==> src/fst_pkg.sv <==
// Constants, types and register map of the fault response and self-test block
package fst_pkg;
	// ----------------------------------------------------------------
	// Clock and timing
	// ----------------------------------------------------------------
	localparam int          CLK_MHZ    = 125;
	localparam int          CLK_PER_MS = CLK_MHZ * 1000;
	localparam int unsigned THERM_US [4] = '{50, 100, 1000, 2500};
	localparam int unsigned ARCH_US  [4] = '{10, 25, 50, 100};
	localparam int unsigned SST_MS   [4] = '{64, 128, 256, 512};
	localparam int          FILT_W     = 19;
	localparam int          SST_W      = 26;
	localparam logic [3:0]  PIN_SETTLE = 4'h8;

	// ----------------------------------------------------------------
	// Sizes
	// ----------------------------------------------------------------
	localparam int ADDR_W = 4;
	localparam int DATA_W = 16;
	localparam int NREC   = 19;
	localparam int NGRP   = 13;
	localparam int NPIN   = 8;

	// ----------------------------------------------------------------
	// Register offsets
	// ----------------------------------------------------------------
	localparam logic [ADDR_W-1:0] ADDR_STAT0 = 4'h0;
	localparam logic [ADDR_W-1:0] ADDR_STAT1 = 4'h1;
	localparam logic [ADDR_W-1:0] ADDR_IMASK = 4'h2;
	localparam logic [ADDR_W-1:0] ADDR_SMASK = 4'h3;
	localparam logic [ADDR_W-1:0] ADDR_CFG0  = 4'h4;
	localparam logic [ADDR_W-1:0] ADDR_CFG1  = 4'h5;
	localparam logic [ADDR_W-1:0] ADDR_OVR   = 4'h6;
	localparam logic [ADDR_W-1:0] ADDR_CTRL  = 4'h7;

	// ----------------------------------------------------------------
	// Field positions
	// ----------------------------------------------------------------
	localparam int CFG0_THERM_SEL  = 0;
	localparam int CFG0_THERM_RESP = 2;
	localparam int CFG0_ARCH_SEL   = 4;
	localparam int CFG0_ARCH_RESP  = 6;
	localparam int CFG0_CHK_RESP   = 8;
	localparam int CFG0_TOACC_RESP = 10;
	localparam int CFG0_ACC_RESP   = 12;
	localparam int CFG1_CD_ACT     = 0;
	localparam int CFG1_PD_ACT     = 1;
	localparam int CFG1_WU_ACT     = 2;
	localparam int CTRL_EXIT       = 0;

	// Record bit positions
	localparam int REC_THERM   = 0;
	localparam int REC_SPI_TXN = 1;
	localparam int REC_SPI_MM  = 2;
	localparam int REC_ARCH    = 3;
	localparam int REC_CFG     = 7;
	localparam int REC_WDT     = 8;
	localparam int REC_TOACC   = 8;
	localparam int REC_ACC     = 10;
	localparam int REC_SST     = 14;
	localparam int REC_CD      = 15;
	localparam int REC_OVF     = 16;
	localparam int REC_PD      = 17;
	localparam int REC_WU      = 18;

	// Mask groups that may pull the safety output
	localparam logic [NGRP-1:0] SAFE_GRP = 13'h00F5;

	// ----------------------------------------------------------------
	// Reset values
	// ----------------------------------------------------------------
	localparam logic [NGRP-1:0] MASK_RST = 13'h0000;
	localparam logic [13:0]     CFG0_RST = 14'h0000;
	localparam logic [2:0]      CFG1_RST = 3'h0;
	localparam logic [15:0]     OVR_RST  = 16'h0000;

	// ----------------------------------------------------------------
	// Types
	// ----------------------------------------------------------------
	typedef enum logic [1:0] {
		OVR_PASS = 2'b00,
		OVR_HOLD = 2'b01,
		OVR_HIGH = 2'b10,
		OVR_LOW  = 2'b11
	} fst_ovr_t;

	typedef enum logic [2:0] {
		ST_LOGIC_SELF_TEST  = 3'b000,
		ST_ANALOG_SELF_TEST  = 3'b001,
		ST_PINCHK = 3'b010,
		ST_INIT   = 3'b011,
		ST_SST    = 3'b100,
		ST_ACTIVE = 3'b101,
		ST_FAIL   = 3'b110
	} fst_state_t;
endpackage : fst_pkg

==> src/fst_deglitch.sv <==
// Persistence filter: trips after the raw fault stays high for a set count
`timescale 1ns/1ps
module fst_deglitch
	import fst_pkg::*;
(
	input  wire logic              i_core_clk,
	input  wire logic              i_resetn,
	input  wire logic              i_ce,
	input  wire logic              i_raw,
	input  wire logic [FILT_W-1:0] i_limit,
	output logic                   o_trip
);
	logic [FILT_W-1:0] cnt_reg;
	logic [FILT_W-1:0] cnt_next;

	assign cnt_next = cnt_reg + {{(FILT_W-1){1'b0}}, 1'b1};

	// Any low sample restarts the count
	always_ff @(posedge i_core_clk or negedge i_resetn) begin
		if (!i_resetn) begin
			cnt_reg <= '0;
			o_trip  <= 1'b0;
		end else if (i_ce) begin
			if (!i_raw) begin
				cnt_reg <= '0;
				o_trip  <= 1'b0;
			end else if (!o_trip) begin
				cnt_reg <= cnt_next;
				o_trip  <= (cnt_next >= i_limit);
			end
		end
	end
endmodule : fst_deglitch

==> src/fst_top.sv <==
// Fault recording, response and startup/system self-test sequencing
// Summary of operation
// - Thermal fault filtered 50/100/1000/2500 us, recorded, response case 0 to 3.
// - Two serial faults recorded separately, one shared interrupt mask, no response.
// - One filter time 10/25/50/100 us for four ground/reference faults, own records.
// - Ground/reference faults share one response case, interrupt mask, safety mask.
// - Configuration recheck mismatch sets its record and applies its response case.
// - Watchdog accumulator faults get responses; other watchdog faults only recorded.
// - Self-test timer expiry records fault, applies response, raises maskable interrupt.
// - Countdown expiry and wakeup events record alarm, optionally exit low power.
// - Power-down point records alarm and optionally enters low power.
// - Counter-limit overflow records alarm only, maskable from interrupt.
// - Startup self-tests finish before converter and regulators are enabled.
// - Logic self-test covers the safety monitoring logic.
// - Startup checks reset and safety output pins for stuck-at faults.
// - After reset output goes high in init, enter system self-test, monitors live.
// - Safety output asserts only in the pin-check high phase and after system self-test completes.
// - Each checked pin has override: pass-through, hold, force high, force low.
// - Hold latches the pin value and presents it until the override changes.
// - Overrides cover error, monitor, wakes, standby, power, interrupt, watchdog pins.
// - Self-test timer starts on reset output rising edge, duration from option.
// - Host writes exit bit before expiry; timer stops and state goes active.
// - Missing exit write before timeout raises self-test fault, configured handling.
`timescale 1ns/1ps
module fst_top
	import fst_pkg::*;
#(
	parameter int unsigned P_THERM_CYC [4] = '{THERM_US[0] * CLK_MHZ, THERM_US[1] * CLK_MHZ,
	                                           THERM_US[2] * CLK_MHZ, THERM_US[3] * CLK_MHZ},
	parameter int unsigned P_ARCH_CYC  [4] = '{ARCH_US[0] * CLK_MHZ, ARCH_US[1] * CLK_MHZ,
	                                           ARCH_US[2] * CLK_MHZ, ARCH_US[3] * CLK_MHZ},
	parameter int unsigned P_SST_CYC   [4] = '{SST_MS[0] * CLK_PER_MS, SST_MS[1] * CLK_PER_MS,
	                                           SST_MS[2] * CLK_PER_MS, SST_MS[3] * CLK_PER_MS}
) (
	input  wire logic              i_core_clk,
	input  wire logic              i_resetn,
	input  wire logic              i_ce,
	input  wire logic [ADDR_W-1:0] i_addr,
	input  wire logic [DATA_W-1:0] i_wdata,
	input  wire logic              i_wr,
	input  wire logic              i_rd,
	output logic      [DATA_W-1:0] o_rdata,
	input  wire logic              i_thermal_raw,
	input  wire logic              i_spi_txn_fault,
	input  wire logic              i_spi_mismatch,
	input  wire logic [3:0]        i_arch_raw,
	input  wire logic              i_config_mismatch,
	input  wire logic [5:0]        i_wdt_fault,
	input  wire logic              i_eot_countdown,
	input  wire logic              i_eot_overflow,
	input  wire logic              i_eot_powerdown,
	input  wire logic              i_eot_wakeup,
	input  wire logic              i_logic_self_test_done,
	input  wire logic              i_logic_self_test_pass,
	input  wire logic              i_analog_self_test_done,
	input  wire logic              i_analog_self_test_pass,
	input  wire logic              i_mcu_reset_sense,
	input  wire logic              i_safety_sense,
	input  wire logic [1:0]        i_self_test_timeout_sel,
	input  wire logic [1:0]        i_sst_response,
	input  wire logic [NPIN-1:0]   i_pin_raw,
	output logic      [NPIN-1:0]   o_pin_value,
	output logic                   o_mcu_reset_out_n,
	output logic                   o_safety_shutdown_out_n,
	output logic                   o_host_interrupt_n,
	output logic                   o_converter_en,
	output logic                   o_regulator_en,
	output logic                   o_resp_valid,
	output logic      [1:0]        o_resp_case,
	output logic                   o_lowpower_enter,
	output logic                   o_lowpower_exit
);
	// ----------------------------------------------------------------
	// Helpers
	// ----------------------------------------------------------------
	function automatic logic [NGRP-1:0] grp_of(input logic [NREC-1:0] r);
		grp_of = {r[REC_WU], r[REC_PD], r[REC_OVF], r[REC_CD], r[REC_SST],
		          |r[13:11], r[REC_ACC], r[REC_TOACC+1], r[REC_TOACC], r[REC_CFG],
		          |r[REC_ARCH+3:REC_ARCH], |r[REC_SPI_MM:REC_SPI_TXN], r[REC_THERM]};
	endfunction : grp_of

	// Higher case taken as the more severe reaction
	function automatic logic [1:0] max_case(input logic [1:0] a, input logic [1:0] b);
		max_case = (a > b) ? a : b;
	endfunction : max_case

	function automatic logic ovr_apply(input logic [1:0] m, input logic raw, input logic held);
		case (m)
			OVR_PASS: ovr_apply = raw;
			OVR_HOLD: ovr_apply = held;
			OVR_HIGH: ovr_apply = 1'b1;
			OVR_LOW:  ovr_apply = 1'b0;
			default:  ovr_apply = raw;
		endcase
	endfunction : ovr_apply

	// ----------------------------------------------------------------
	// Registers and state
	// ----------------------------------------------------------------
	fst_state_t        state_reg;
	logic [NREC-1:0]   rec_reg;
	logic [NREC-1:0]   rec_next;
	logic [NREC-1:0]   rec_set;
	logic [NREC-1:0]   rec_clr;
	logic [NREC-1:0]   prev_reg;
	logic [NREC-1:0]   rise;
	logic [NGRP-1:0]   imask_reg;
	logic [NGRP-1:0]   smask_reg;
	logic [13:0]       cfg0_reg;
	logic [2:0]        cfg1_reg;
	logic [15:0]       ovr_reg;
	logic [NPIN-1:0]   hold_reg;
	logic [SST_W-1:0]  sst_cnt_reg;
	logic              sst_run_reg;
	logic              sst_to;
	logic              rst_prev_reg;
	logic              rst_rise;
	logic              pin_phase_reg;
	logic [3:0]        pin_cnt_reg;
	logic              exit_wr;
	logic              therm_trip;
	logic [3:0]        arch_trip;
	logic [FILT_W-1:0] therm_lim;
	logic [FILT_W-1:0] arch_lim;
	logic [SST_W-1:0]  sst_lim;
	logic              resp_any;
	logic [1:0]        resp_sel;

	// ----------------------------------------------------------------
	// Deglitch filters
	// ----------------------------------------------------------------
	assign therm_lim = FILT_W'(P_THERM_CYC[cfg0_reg[CFG0_THERM_SEL +: 2]]);
	assign arch_lim  = FILT_W'(P_ARCH_CYC[cfg0_reg[CFG0_ARCH_SEL +: 2]]);

	fst_deglitch u_therm_filt (
		.i_core_clk (i_core_clk),
		.i_resetn   (i_resetn),
		.i_ce       (i_ce),
		.i_raw      (i_thermal_raw),
		.i_limit    (therm_lim),
		.o_trip     (therm_trip)
	);

	// One shared time, separate persistence per fault
	for (genvar g = 0; g < 4; g++) begin : g_arch
		fst_deglitch u_arch_filt (
			.i_core_clk (i_core_clk),
			.i_resetn   (i_resetn),
			.i_ce       (i_ce),
			.i_raw      (i_arch_raw[g]),
			.i_limit    (arch_lim),
			.o_trip     (arch_trip[g])
		);
	end

	// ----------------------------------------------------------------
	// Fault recording
	// ----------------------------------------------------------------
	assign rec_set = {i_eot_wakeup, i_eot_powerdown, i_eot_overflow, i_eot_countdown, sst_to,
	                  i_wdt_fault, i_config_mismatch, arch_trip, i_spi_mismatch,
	                  i_spi_txn_fault, therm_trip};
	assign rise    = rec_set & ~prev_reg;
	assign rec_clr = (i_wr && i_addr == ADDR_STAT0) ? {4'h0, i_wdata[14:0]} :
	                 (i_wr && i_addr == ADDR_STAT1) ? {i_wdata[3:0], 15'h0000} : '0;
	// Set beats clear; masks play no part in recording
	assign rec_next = (rec_reg & ~rec_clr) | rec_set;

	always_ff @(posedge i_core_clk or negedge i_resetn) begin
		if (!i_resetn) begin
			rec_reg  <= '0;
			prev_reg <= '0;
		end else if (i_ce) begin
			rec_reg  <= rec_next;
			prev_reg <= rec_set;
		end
	end

	// ----------------------------------------------------------------
	// Response selection
	// ----------------------------------------------------------------
	always_comb begin
		resp_any = 1'b0;
		resp_sel = 2'b00;
		if (rise[REC_THERM]) begin
			resp_any = 1'b1;
			resp_sel = max_case(resp_sel, cfg0_reg[CFG0_THERM_RESP +: 2]);
		end
		if (|rise[REC_ARCH+3:REC_ARCH]) begin
			resp_any = 1'b1;
			resp_sel = max_case(resp_sel, cfg0_reg[CFG0_ARCH_RESP +: 2]);
		end
		if (rise[REC_CFG]) begin
			resp_any = 1'b1;
			resp_sel = max_case(resp_sel, cfg0_reg[CFG0_CHK_RESP +: 2]);
		end
		if (rise[REC_TOACC]) begin
			resp_any = 1'b1;
			resp_sel = max_case(resp_sel, cfg0_reg[CFG0_TOACC_RESP +: 2]);
		end
		if (rise[REC_ACC]) begin
			resp_any = 1'b1;
			resp_sel = max_case(resp_sel, cfg0_reg[CFG0_ACC_RESP +: 2]);
		end
		if (rise[REC_SST]) begin
			resp_any = 1'b1;
			resp_sel = max_case(resp_sel, i_sst_response);
		end
	end

	always_ff @(posedge i_core_clk or negedge i_resetn) begin
		if (!i_resetn) begin
			o_resp_valid     <= 1'b0;
			o_resp_case      <= 2'b00;
			o_lowpower_enter <= 1'b0;
			o_lowpower_exit  <= 1'b0;
		end else if (i_ce) begin
			o_resp_valid     <= resp_any;
			o_resp_case      <= resp_sel;
			o_lowpower_enter <= rise[REC_PD] && cfg1_reg[CFG1_PD_ACT];
			o_lowpower_exit  <= (rise[REC_CD] && cfg1_reg[CFG1_CD_ACT]) ||
			                    (rise[REC_WU] && cfg1_reg[CFG1_WU_ACT]);
		end
	end

	// ----------------------------------------------------------------
	// Register port
	// ----------------------------------------------------------------
	assign exit_wr = i_wr && i_addr == ADDR_CTRL && i_wdata[CTRL_EXIT];

	always_ff @(posedge i_core_clk or negedge i_resetn) begin
		if (!i_resetn) begin
			imask_reg <= MASK_RST;
			smask_reg <= MASK_RST;
			cfg0_reg  <= CFG0_RST;
			cfg1_reg  <= CFG1_RST;
			ovr_reg   <= OVR_RST;
		end else if (i_ce && i_wr) begin
			case (i_addr)
				ADDR_IMASK: imask_reg <= i_wdata[NGRP-1:0];
				ADDR_SMASK: smask_reg <= i_wdata[NGRP-1:0] & SAFE_GRP;
				ADDR_CFG0:  cfg0_reg  <= i_wdata[13:0];
				ADDR_CFG1:  cfg1_reg  <= i_wdata[2:0];
				ADDR_OVR:   ovr_reg   <= i_wdata;
				default: ;
			endcase
		end
	end

	always_ff @(posedge i_core_clk or negedge i_resetn) begin
		if (!i_resetn) begin
			o_rdata <= '0;
		end else if (i_ce) begin
			if (i_rd) begin
				case (i_addr)
					ADDR_STAT0: o_rdata <= {1'b0, rec_reg[14:0]};
					ADDR_STAT1: o_rdata <= {12'h000, rec_reg[NREC-1:15]};
					ADDR_IMASK: o_rdata <= {3'h0, imask_reg};
					ADDR_SMASK: o_rdata <= {3'h0, smask_reg};
					ADDR_CFG0:  o_rdata <= {2'h0, cfg0_reg};
					ADDR_CFG1:  o_rdata <= {13'h0000, cfg1_reg};
					ADDR_OVR:   o_rdata <= ovr_reg;
					ADDR_CTRL:  o_rdata <= {12'h000, sst_run_reg, state_reg};
					default:    o_rdata <= '0;
				endcase
			end else begin
				o_rdata <= '0;
			end
		end
	end

	// ----------------------------------------------------------------
	// Pin overrides
	// ----------------------------------------------------------------
	// Pins: error, monitor, wake a, wake b, standby, power, interrupt, watchdog
	always_ff @(posedge i_core_clk or negedge i_resetn) begin
		if (!i_resetn) begin
			hold_reg    <= '0;
			o_pin_value <= '0;
		end else if (i_ce) begin
			for (int p = 0; p < NPIN; p++) begin
				if (ovr_reg[2*p +: 2] != OVR_HOLD) begin
					hold_reg[p] <= i_pin_raw[p];
				end
				o_pin_value[p] <= ovr_apply(ovr_reg[2*p +: 2], i_pin_raw[p], hold_reg[p]);
			end
		end
	end

	// ----------------------------------------------------------------
	// System self-test timer
	// ----------------------------------------------------------------
	assign rst_rise = o_mcu_reset_out_n && !rst_prev_reg;
	assign sst_lim  = SST_W'(P_SST_CYC[i_self_test_timeout_sel]);
	assign sst_to   = sst_run_reg && !exit_wr && (sst_cnt_reg == sst_lim - 1'b1);

	always_ff @(posedge i_core_clk or negedge i_resetn) begin
		if (!i_resetn) begin
			rst_prev_reg <= 1'b0;
			sst_run_reg  <= 1'b0;
			sst_cnt_reg  <= '0;
		end else if (i_ce) begin
			rst_prev_reg <= o_mcu_reset_out_n;
			if (rst_rise) begin
				sst_run_reg <= 1'b1;
				sst_cnt_reg <= '0;
			end else if (sst_run_reg) begin
				if (exit_wr || sst_to) begin
					sst_run_reg <= 1'b0;
				end else begin
					sst_cnt_reg <= sst_cnt_reg + 1'b1;
				end
			end
		end
	end

	// ----------------------------------------------------------------
	// Startup sequence
	// ----------------------------------------------------------------
	always_ff @(posedge i_core_clk or negedge i_resetn) begin
		if (!i_resetn) begin
			state_reg     <= ST_LOGIC_SELF_TEST;
			pin_phase_reg <= 1'b0;
			pin_cnt_reg   <= 4'h0;
		end else if (i_ce) begin
			case (state_reg)
				ST_LOGIC_SELF_TEST: begin
					if (i_logic_self_test_done) begin
						state_reg <= i_logic_self_test_pass ? ST_ANALOG_SELF_TEST : ST_FAIL;
					end
				end
				ST_ANALOG_SELF_TEST: begin
					if (i_analog_self_test_done) begin
						state_reg <= i_analog_self_test_pass ? ST_PINCHK : ST_FAIL;
					end
				end
				ST_PINCHK: begin
					// Brief high phase also pulses the reset pin; unavoidable for stuck-low
					if (pin_cnt_reg != PIN_SETTLE) begin
						pin_cnt_reg <= pin_cnt_reg + 4'h1;
					end else if (i_mcu_reset_sense != pin_phase_reg ||
					             i_safety_sense != pin_phase_reg) begin
						state_reg <= ST_FAIL;
					end else begin
						pin_cnt_reg   <= 4'h0;
						pin_phase_reg <= !pin_phase_reg;
						if (pin_phase_reg) begin
							state_reg <= ST_INIT;
						end
					end
				end
				ST_INIT: begin
					if (o_mcu_reset_out_n && rst_prev_reg) begin
						state_reg <= ST_SST;
					end
				end
				ST_SST: begin
					if (exit_wr) begin
						state_reg <= ST_ACTIVE;
					end
				end
				ST_ACTIVE: ;
				ST_FAIL: ;
				default: state_reg <= ST_FAIL;
			endcase
		end
	end

	// ----------------------------------------------------------------
	// Output pins
	// ----------------------------------------------------------------
	always_ff @(posedge i_core_clk or negedge i_resetn) begin
		if (!i_resetn) begin
			o_mcu_reset_out_n       <= 1'b0;
			o_safety_shutdown_out_n <= 1'b0;
			o_host_interrupt_n      <= 1'b1;
			o_converter_en          <= 1'b0;
			o_regulator_en          <= 1'b0;
		end else if (i_ce) begin
			// Reset drops for the first init cycle after pin check, so the timer starts on the rise in init
			o_mcu_reset_out_n <= (state_reg == ST_PINCHK && pin_phase_reg &&
			                      pin_cnt_reg != PIN_SETTLE) ||
			                     state_reg == ST_INIT || state_reg == ST_SST ||
			                     state_reg == ST_ACTIVE;
			o_safety_shutdown_out_n <= (state_reg == ST_PINCHK && pin_phase_reg) ||
			                           (state_reg == ST_ACTIVE &&
			                            !(|(grp_of(rec_reg) & SAFE_GRP & ~smask_reg)));
			o_host_interrupt_n <= !(|(grp_of(rec_reg) & ~imask_reg));
			o_converter_en <= state_reg == ST_INIT || state_reg == ST_SST ||
			                  state_reg == ST_ACTIVE;
			o_regulator_en <= o_converter_en && state_reg != ST_FAIL;
		end
	end
endmodule : fst_top

==> config.mk <==
export PLATFORM = sky130hd
export DESIGN_NAME = fst_top
export DESIGN_NICKNAME = d
export VERILOG_FILES = /design/src/fst_pkg.sv /design/src/fst_deglitch.sv /design/src/fst_top.sv
export SDC_FILE = /design/constraint.sdc
export NUM_CORES = 1
export LEC_CHECK = 0
export ABC_AREA = 0
export BUFFER_PORTS_ARGS = -buffer_cell sky130_fd_sc_hd__buf_2
export CAP_MARGIN = 20
export CORE_MARGIN = 5
export CORE_UTILIZATION = 60
export CTS_CLUSTER_SIZE = 16
export DETAILED_ROUTE_END_ITERATION = 16
export GPL_TIMING_DRIVEN = 0
export HOLD_SLACK_MARGIN = 0.03
export PLACE_DENSITY = 0.79
export SLEW_MARGIN = 20
export SYNTH_ARGS = -nofsm -noshare
export SYNTH_HDL_FRONTEND = slang
export SYNTH_SLANG_ARGS = --single-unit
==> constraint.sdc <==
create_clock -name i_core_clk -period 5.3 [get_ports i_core_clk]
set_input_delay 0.265 -clock i_core_clk [delete_from_list [all_inputs] [get_ports i_core_clk]]
set_output_delay 0.265 -clock i_core_clk [all_outputs]
set_load 0.05 [all_outputs]
Word-level counts from Yosys, hierarchy flattened

Cells that the tools add are included.

Output and inout port bits: 34
Word-level logic and storage cells: 289
Bits in registers: 268
Input bits: 61

$lt $le $gt $ge: 14
$add $sub $neg: 8
Muxes and demuxes: 77
Equal/unequal tests: 63
Reductions and logical operators: 70
Bitwise operators: 15

Operator list:

| cell                                                | count |
|---|---|
| 2-to-1 mux 19 bit                                   | 16 |
| binary-select mux 32 bit (select 2 bit)             | 3 |
| 2-to-1 mux 26 bit                                   | 5 |
| one-hot mux 16 bit (8 select lines)                 | 1 |
| adder 19 x 1 -> 19 bit (second input constant)      | 5 |
| greater-or-equal comparator 19 bit                  | 5 |
| bitwise AND 19 bit                                  | 2 |
| inverter 19 bit                                     | 2 |
| AND reduction 2 bit                                 | 18 |
| == test 2 bit (second input constant)               | 16 |
| one-hot mux 1 bit (4 select lines)                  | 8 |
| 2-to-1 mux 3 bit                                    | 9 |
| adder 26 x 1 -> 26 bit (second input constant)      | 1 |
| == test 26 bit                                      | 1 |
| OR reduction 13 bit                                 | 2 |
| subtractor 26 x 1 -> 26 bit (second input constant) | 1 |
| 2-to-1 mux 2 bit                                    | 12 |
| != test 2 bit (second input constant)               | 12 |
| 2-to-1 mux 1 bit                                    | 19 |
| bitwise OR 19 bit                                   | 1 |
| one-hot mux 3 bit (6 select lines)                  | 1 |
| == test 2 x 1 -> 1 bit (second input constant)      | 8 |
| == test 4 x 3 -> 1 bit (second input constant)      | 4 |
| logical AND 1 bit                                   | 16 |
| other kinds (33)                                    | 79 |

Logic depth before layout (Yosys ltp)

Gate-level depths: netlist of the first run.

Word-level depth: 24
Gate-level depth with buffers: 23
Mapped depth without buffers: 23

By module

From an unflattened synthesis of the first run, not the netlist that was laid out.

Cell total of the unflattened synthesis: 1801
Area, all modules: 16697.3 um^2

By module, submodules not included:

| module       | cells an instance | times used | area each (um^2) | seq. area each (um^2) |
|---|---|---|---|---|
| fst_top      | 856               | 1          | 8514.4           | 4030.1 |
| fst_deglitch | 189               | 5          | 1636.6           | 500.5 |

Worst setup path after synthesis of the first run

Ideal clock, no wire load.

Path kind: flip-flop to flip-flop
Start: register prev_reg[0]
End: register o_resp_case[0]
Cell stages (with the launch flop): 22
Arrival: 3922 ps
Path buffers: 0
Clock period less this slack: 4046 ps
Data required time: 5176 ps
Library setup time: 124 ps
Path slack: 1254 ps
Path through: dfrtp_1 -> nand3b_1 -> ha_1 -> a41oi_2 -> o21bai_1 -> inv_1 -> ha_1 -> and2_1 -> or2_2 -> ha_1 -> or2_2 -> o31ai_2 -> ha_1 -> or3_1 -> a31oi_1 -> o21ai_0 -> a21oi_1 -> ha_1 -> a21oi_1 -> inv_1 -> a21boi_2 -> o31ai_2

Longest elaborated chain between the ends: 18

RTL lines:

| what                   | line           | RTL |
|---|---|---|
| start, declared        | fst_top.sv:105 | `logic [NREC-1:0] prev_reg;` |
| start signal, assigned | fst_top.sv:174 | `prev_reg <= rec_set;` |
| inverter 19 bit *      | fst_top.sv:162 | `assign rise = rec_set & ~prev_reg;` |
| bitwise AND 19 bit *   | fst_top.sv:162 |  |
| 2-to-1 mux 2 bit *     | fst_top.sv:184 | `if (rise[REC_THERM]) begin` |
| > comparator 2 bit     | fst_top.sv:84  | `max_case = (a > b) ? a : b;` |
| 2-to-1 mux 2 bit       | fst_top.sv:84  |  |
| 2-to-1 mux 2 bit *     | fst_top.sv:188 | `if (\|rise[REC_ARCH+3:REC_ARCH]) begin` |
| > comparator 2 bit     | fst_top.sv:84  |  |
| 2-to-1 mux 2 bit       | fst_top.sv:84  |  |
| (+2 left out)          | --             |  |
| 2-to-1 mux 2 bit       | fst_top.sv:84  |  |
| 2-to-1 mux 2 bit *     | fst_top.sv:196 | `if (rise[REC_TOACC]) begin` |
| > comparator 2 bit     | fst_top.sv:84  |  |
| 2-to-1 mux 2 bit       | fst_top.sv:84  |  |
| 2-to-1 mux 2 bit *     | fst_top.sv:200 | `if (rise[REC_ACC]) begin` |
| > comparator 2 bit     | fst_top.sv:84  |  |
| 2-to-1 mux 2 bit       | fst_top.sv:84  |  |
| 2-to-1 mux 2 bit *     | fst_top.sv:204 | `if (rise[REC_SST]) begin` |
| end signal, assigned   | fst_top.sv:218 | `o_resp_case <= resp_sel;` |
| end, declared          | fst_top.sv:69  | `output logic [1:0] o_resp_case,` |

Mark *: on every way between the ends. The rest lies on a longest branch, timed or not.
A chain may end at the register's enable or synchronous reset.

Final worst setup path of the first run

Start: register cfg0_reg[3]
End: register o_resp_case[0]

Longest elaborated chain between the ends: 18

RTL lines:

| what                        | line           | RTL |
|---|---|---|
| start, declared             | fst_top.sv:109 | `logic [13:0] cfg0_reg;` |
| start signal, assigned      | fst_top.sv:241 | `ADDR_CFG0: cfg0_reg <= i_wdata[13:0];` |
| > comparator 1 x 2 -> 1 bit | fst_top.sv:84  |  |
| 2-to-1 mux 2 bit *          | fst_top.sv:84  |  |
| 2-to-1 mux 2 bit *          | fst_top.sv:184 |  |
| > comparator 2 bit          | fst_top.sv:84  |  |
| 2-to-1 mux 2 bit            | fst_top.sv:84  |  |
| 2-to-1 mux 2 bit *          | fst_top.sv:188 |  |
| > comparator 2 bit          | fst_top.sv:84  |  |
| 2-to-1 mux 2 bit            | fst_top.sv:84  |  |
| (+2 left out)               | --             |  |
| 2-to-1 mux 2 bit            | fst_top.sv:84  |  |
| 2-to-1 mux 2 bit *          | fst_top.sv:196 |  |
| > comparator 2 bit          | fst_top.sv:84  |  |
| 2-to-1 mux 2 bit            | fst_top.sv:84  |  |
| 2-to-1 mux 2 bit *          | fst_top.sv:200 |  |
| > comparator 2 bit          | fst_top.sv:84  |  |
| 2-to-1 mux 2 bit            | fst_top.sv:84  |  |
| 2-to-1 mux 2 bit *          | fst_top.sv:204 |  |

Marks and branches as above.

==> results of run 1 <==
[cells in the mapped netlist (all sizes together) (12+ instances only)]
master / instances
clkbuf: 55
and3: 28
nand4: 37
a22o: 55
nor2: 112
ha: 96
nor2b: 12
xnor2: 47
nor3: 22
nand2: 166
mux2i: 13
dfrtp: 260
mux2: 56
o21ai: 164
xor2: 41
a21o: 15
o31ai: 37
nand2b: 13
o2bb2ai: 14
buf: 16
nand3: 64
inv: 85
a21oi: 54
a31oi: 20
[routing by layer]
| metal | global-route usage, % | share of wire, % | up-vias |
|---|---|---|---|
| li1 | - | - | 6399 |
| met1 | 38.7 | 42 | 6620 |
| met2 | 48.2 | 47 | 574 |
| met3 | 5.06 | 7.6 | 98 |
| met4 | 9.99 | 3.7 | 2 |
| met5 | 0 | 0.031 | - |
[worst reg2reg max path: stages (launching register included)]
cell      delay [ns]
dfrtp_1         0.50
nand3b_1        0.21
ha_1            0.26
a41oi_2         0.18
o21bai_1        0.16
inv_1           0.06
ha_1            0.17
and2_1          0.15
or2_2           0.29
ha_1            0.18
or2_2           0.30
o31ai_2         0.09
ha_1            0.29
or3_1           0.36
a31oi_1         0.17
o21ai_0         0.10
a21oi_1         0.23
ha_1            0.28
a21oi_1         0.20
inv_1           0.09
a21boi_2        0.17
o31ai_2         0.08
[layout make-up]
cell class / instances / area [µm²]
multi-input cells: 1239 / 8470
fillers: 1899 / 7840
flip-flops and latches: 261 / 6530
repair buffers: 136 / 963
clock buffers: 44 / 872
well taps: 335 / 419
inverters: 85 / 319
plain buffers: 71 / 307
clock inverters: 10 / 118
[cells by family after synthesis]
| logic type | Yosys count |
|---|---|
| AND/OR/NAND/NOR | 538 |
| AO/OA/AOI/OAI | 446 |
| flip-flops | 261 |
| buffers and inverters | 156 |
| adder cells (fa/ha/maj) | 96 |
| XOR/XNOR | 88 |
| multiplexers | 71 |
[power breakdown]
part	switching (mW)	leakage (nW)	internal, mW
registers	0.202	3.38	2.20
clock network	0.825	0.491	1.23
logic	0.756	4.40	0.450
[cells in the final DEF (no fill, tap or decap), types with 10 or more instances in the layout]
cell type / netlist / layout
o21ai_0: 158 / 158
a221oi_1: 10 / 10
a21oi_1: 53 / 53
clkbuf_16: 0 / 29
nand3b_1: 11 / 11
and3_1: 26 / 26
nand3_1: 62 / 62
dfrtp_1: 260 / 260
inv_1: 83 / 83
nor3_1: 18 / 18
a31oi_1: 20 / 20
o31ai_1: 35 / 35
a21o_1: 15 / 15
a22o_1: 55 / 55
nand2_1: 166 / 166
clkbuf_1: 54 / 60
buf_2: 7 / 98
xor2_1: 41 / 41
mux2_2: 55 / 55
or3_1: 11 / 11
ha_1: 96 / 96
mux2i_1: 13 / 13
xnor2_1: 47 / 47
nor2_1: 112 / 112
dlygate4sd3_1: 0 / 41
nand2b_1: 12 / 12
nor2b_1: 12 / 12
nand4_1: 37 / 37
o2bb2ai_1: 14 / 14
[per-stage QoR]
step / total power, mW / worst slack (ns) / instance area (µm²) / hold WS (ns)
3_5_place_dp: 3.58 / 0.768 / 16600 / 0.222
6_report: 5.66 / 0.668 / 18000 / 0.0540
5_1_grt: 5.94 / 0.419 / 18000 / 0.0632
4_1_cts: 5.67 / 0.720 / 18000 / 0.0330
3_3_place_gp: 3.52 / -0.830 / 16500 / 0.463
2_1_floorplan: 3.17 / 1.25 / 15600 / -0.0306
[worst paths after layout]
kind | slack (ns) | depth (start not counted) | end
setup / recovery | 0.67 | 21 | o_resp_case[0]$_DFFE_PN0P_
hold / removal | 0.05 | 3 | ovr_reg[2]$_DFFE_PN0P_
setup reg to reg | 0.67 | 21 | o_resp_case[0]$_DFFE_PN0P_
hold reg to reg | 0.48 | 1 | o_rdata[2]$_DFFE_PN0P_
max in group asynchronous | 3.89 | 4 | g_arch[1].u_arch_filt.cnt_reg[18]$_DFFE_PN0P_
min in group asynchronous | 0.23 | 2 | pin_cnt_reg[3]$_DFFE_PN0P_
==> flow_summary.toml, run 1 <==
[synthesis]
ys_warn_count = 0
yosysTopAreaCell = "dfrtp_1"
synthFlopType = "dfrtp_1"
syn-num-nets = 1813
synth_area_per_cell_um2 = 9.44
synth.area.mux_share_pct = 5.16
synthTopCellsByArea = "dfrtp_1 42%, ha_1 7.7%, o21ai_0 5.1%"
synth_fa_ha_area_share_pct = 7.69
synthCells = 1656
synth_simple_gate_area_share_pct = 17.4
synth_xor_xnor_area_share_pct = 4.93
synth_top_family_by_area = "compound AO/OA/AOI/OAI gates"
syn_area_um2 = 15600
synth-seq-cells = 261
synth-edff-count = 0
synthArstFlopShare_pct = 100
synth.top_cell.area_share_pct = 41.6
yosysSeqAreaShare_pct = 41.8
synth_cell_types = 87
synth_compound_area_share_pct = 19.0

[global_route]
antenna_found_initial = 1
grt_max_degree = 88
track_usage_pct = 29.0
grt_overflow = 0
first_global_vias = 13400
grt_pass1_wl_um = 69500

[timing]
setup_viol = 0
rsz0062_at_grt = "no"
worstMarginPinSlew_ns = 0.957
fin_setup_tns_ns = 0
period_share_pct = 87.4
max_slew_margin_pct = 36.2
hold_viol_final = 0
fmax_mhz = 216
skew_ns = 0.0119
slew_viol_final = 0
period_minus_slack_ns = 4.63

[detailed_routing]
finalWirelength_um = 42600
drt_pass1_iterations = 6
ant_nets = 0
wl_per_cell_um = 19.5
num_vias = 13700
first_iter_violations = 1179
drc_errors = 0
viasPerCell = 6.28

[placement]
port_buffers = 92
place_hpwl_um = 30100
dp_cells = 2086
gp_congestion = 0.964

[floorplan]
start_util_pct = 60.5
die_width_um = 171
die_area_um2 = 29400
fp.dieH_um = 171
io_pins = 95
rows = 59
fp.coreArea_um2 = 25800

[clock_tree]
clock_sinks = 261
cts_resized = 0
postCtsHoldBufs = 41
cts_inserted_buffers = 29
tritoncts = "yes"
clk_pin_slew_ns = 0.06
insertion_delay_ns = 0.55
postCtsSetupRepairBufs = 0
cts_root_buf = "clkbuf_16"
ctsHtreeMaxLevel = 1
clock_path_buffers = 3

[layout]
areaGrowthSynthToFinish_pct = 15.2
nNetsFinal = 1980
fin_cells = 2181
utilization_pct = 69.7
drive_above_1_share_pct = 13.5
largest_reg_flops = 76
n_antenna_cell = 0

[worst_hold_path]
holdCritStartpoint = "i_wdata[2]"
hold_class = "input pin to flop"

[worst_setup_path]
max_stage_delay_ns = 0.50
critPathLaunchType = "flop"
cp_slowest_cell = "dfrtp_1"
crit_type = "flop to flop"
critPathTopFamily = "compound AO/OA/AOI/OAI gates"
crit_chain = "nand3b_1 -> ha_1 -> a41oi_2 -> o21bai_1 -> inv_1 -> ha_1 -> and2_1 -> or2_2 -> ha_1 -> or2_2 -> o31ai_2 -> ha_1 -> or3_1 -> a31oi_1 -> o21ai_0 -> a21oi_1 -> ha_1 -> a21oi_1 -> inv_1 -> a21boi_2 -> o31ai_2"
crit_start = "cfg0_reg[3]$_DFFE_PN0P_"
critPathBufInv = 2
crit-reg2reg-launch = "cfg0_reg[3]$_DFFE_PN0P_"
cp.required_ns = 5.73
critPathCaptureType = "flop"
cp_max_fo = 4
crit_top_cell = "ha_1"
cp.arrival_ns = 5.06

[status]
status = "finished, final reports clean"

[power_and_ir_drop]
vdd_drop_max_mv = 0.287
p_leak_nw = 8.27
p_per_area_nw_per_um2 = 315

[run]
cap_violations = 0
No activity file was read; power rests on OpenSTA's default activity.
==> inputs of run 2 (changes only) <==
ABC_AREA = 1   (was 0)
==> run 2 against run 1 <==
Register-to-register slack better by 0.96 ns. Highest routed layer unchanged. Via count up 11%. Design area up 2.6%. Setup slack better by 0.96 ns. Non-clock buffer count down 37. Clock power up 5%. Clock skew up 0.0044 ns. Worst hold slack worse by 0.0074 ns. Synthesized area up 3.4%.
==> flow_summary.toml, run 2 <==
[power_and_ir_drop]
p_leak_nw = 9.14
p_per_area_nw_per_um2 = 303
vdd_drop_max_mv = 0.286

[synthesis]
syn-num-nets = 2291
ys_warn_count = 0
synth-seq-cells = 261
synthTopCellsByArea = "dfrtp_1 40%, nand2_1 12%, inv_1 7.6%"
synth_area_per_cell_um2 = 7.57
synth_cell_types = 51
yosysTopAreaCell = "dfrtp_1"
syn_area_um2 = 16200
synthFlopType = "dfrtp_1"
synth-edff-count = 0
synthArstFlopShare_pct = 100
yosysSeqAreaShare_pct = 40.4
synthCells = 2134
synth_most_common_cell = "nand2_1"
yosys-top-cells-count = "525 x nand2_1, 328 x inv_1, 260 x dfrtp_1, 171 x o21ai_0, 168 x nor2_1"
synth.top_cell.area_share_pct = 40.3

[worst_hold_path]
holdCritStartpoint = "i_wdata[10]"
hold_class = "input pin to flop"

[worst_setup_path]
critPathLaunchType = "flop"
cp.arrival_ns = 4.14
cp.required_ns = 5.76
crit-reg2reg-launch = "u_therm_filt.o_trip$_DFFE_PN0P_"
cp_max_fo = 3
critPathCaptureType = "flop"
rrSetupSlack_ns = 1.63
crit_start = "u_therm_filt.o_trip$_DFFE_PN0P_"
crit_type = "flop to flop"

[layout]
fin_cells = 2657
largest_reg_flops = 76
final_cell_mix = "525 x nand2_1, 328 x inv_1, 260 x dfrtp_1"
n_antenna_cell = 0
nNetsFinal = 2451
areaGrowthSynthToFinish_pct = 14.3
seq_area_um2 = 6530
drive_above_1_share_pct = 9.63
fill_cells = 2204
multi_input_area_um2 = 8170
mostFrequentLayoutCell = "nand2_1"

[floorplan]
fp.dieH_um = 174
start_util_pct = 60.5
fp.coreArea_um2 = 26700
rows = 60
die_area_um2 = 30300
io_pins = 95
die_width_um = 174

[timing]
whs_ns = 0.0466
worstMarginPinSlew_ns = 0.841
skew_ns = 0.0163
hold_viol_final = 0
period_minus_slack_ns = 3.67
period_share_pct = 69.3
setup_viol = 0
fmax_mhz = 272
max_slew_margin_pct = 43.9
slew_viol_final = 0
rsz0062_at_grt = "no"

[clock_tree]
postCtsHoldBufs = 33
clock_path_buffers = 3
cts_root_buf = "clkbuf_16"
insertion_delay_ns = 0.58
cts_inserted_buffers = 29
ctsHtreeMaxLevel = 1
cts_resized = 0
clock_sinks = 261
postCtsSetupRepairBufs = 0
clk_pin_slew_ns = 0.07
tritoncts = "yes"

[detailed_routing]
finalWirelength_um = 45000
drt_pass1_iterations = 5
wl_per_cell_um = 16.9
viasPerCell = 5.72
first_iter_violations = 1282
ant_nets = 0
num_vias = 15200
drc_errors = 0

[global_route]
grt_pass1_wl_um = 74700
antenna_found_initial = 2
grt_max_degree = 103
first_global_vias = 15000
grt_overflow = 0
track_usage_pct = 29.5

[placement]
port_buffers = 94
place_hpwl_um = 33700
gp_congestion = 1.00
dp_cells = 2571

[status]
status = "finished, final reports clean"

[run]
cap_violations = 0
[run 2: changes by cell type after synthesis, moves of 45 or more]
cell / before / now
inv_1: 83 / 328
nor2_1: 112 / 168
nand3_1: 62 / 107
nand2_1: 166 / 525
mux2_2: 55 / 8
o22ai_1: 9 / 88
a22o_1: 55 / 1
xnor2_1: 47 / 2
[run 2: logic make-up (layout without fill, tap and decap cells)]
family	Yosys count	count (layout)	synth area share, %
flops	261	261	40.4
buf+inv	379	561	9.03
fa+ha+maj	96	96	7.43
compound gates	373	373	13.4
xor+xnor	61	61	3.31
simple gates	953	953	25.7
mux	11	11	0.743
[run 2: power by group]
part	switching [mW]	leakage, nW	internal [mW]	total [mW]
Sequential	0.180	3.38	2.18	2.36
Combinational	0.712	5.27	0.357	1.07
Clock	0.869	0.493	1.30	2.16
[run 2: cell type report]
| class | count | share of cell area, % |
|---|---|---|
| multi-input cells | 1494 | 44.2 |
| clock inverters | 16 | 1.25 |
| inverters | 338 | 6.87 |
| well taps | 341 | 2.31 |
| plain buffers | 41 | 1.03 |
| clock buffers | 37 | 4.25 |
| repair buffers | 129 | 4.69 |
| flip-flops and latches | 261 | 35.4 |
[run 2: path summary, 6_finish.rpt]
path / cells past startpoint / end
setup / recovery: 24 / o_resp_case[0]$_DFFE_PN0P_
hold reg to reg: 1 / o_lowpower_enter$_DFFE_PN0P_
setup reg to reg: 24 / o_resp_case[0]$_DFFE_PN0P_
min in group asynchronous: 2 / g_arch[3].u_arch_filt.cnt_reg[17]$_DFFE_PN0P_
max in group asynchronous: 3 / o_host_interrupt_n$_DFFE_PN1P_
hold / removal: 3 / imask_reg[10]$_DFFE_PN0P_
[run 2: metal layers]
layer	up-vias	GRT usage, %	routed length (µm)
met1	7187	39.9	19200
met4	4	10.7	1640
met5	-	0	27
met3	113	3.83	2770
li1	7364	-	-
met2	534	49.1	21300
[run 2: worst max-delay path: stages (launching register included)]
cell and delay, ns:
dfrtp_1 0.37, inv_1 0.09, nor2_1 0.32, nand2_1 0.18
ha_1 0.22, inv_1 0.05, o21ai_1 0.11, ha_1 0.21
nand2_1 0.06, nand2_1 0.09, ha_1 0.19, inv_1 0.06
o21ai_0 0.12, ha_1 0.21, or2_2 0.30, nand2_1 0.11
ha_1 0.24, inv_1 0.06, nor2_1 0.03, o21ai_0 0.21
nand4_1 0.12, nand2_1 0.07, inv_1 0.05, nand2_1 0.06
nand2_1 0.05
[run 2: metrics by stage]
step	power [mW]	setup TNS (ns)	instance area, µm²	setup slack (ns)	utilization, %
3_5_place_dp	3.42	0	17100	1.70	64.1
4_1_cts	5.60	0	18500	1.66	69.1
5_1_grt	5.87	0	18500	1.23	69.1
2_1_floorplan	3.06	0	16200	2.27	-
6_report	5.59	0	18500	1.63	69.1
3_3_place_gp	3.38	-201.85	17100	-0.802	63.8
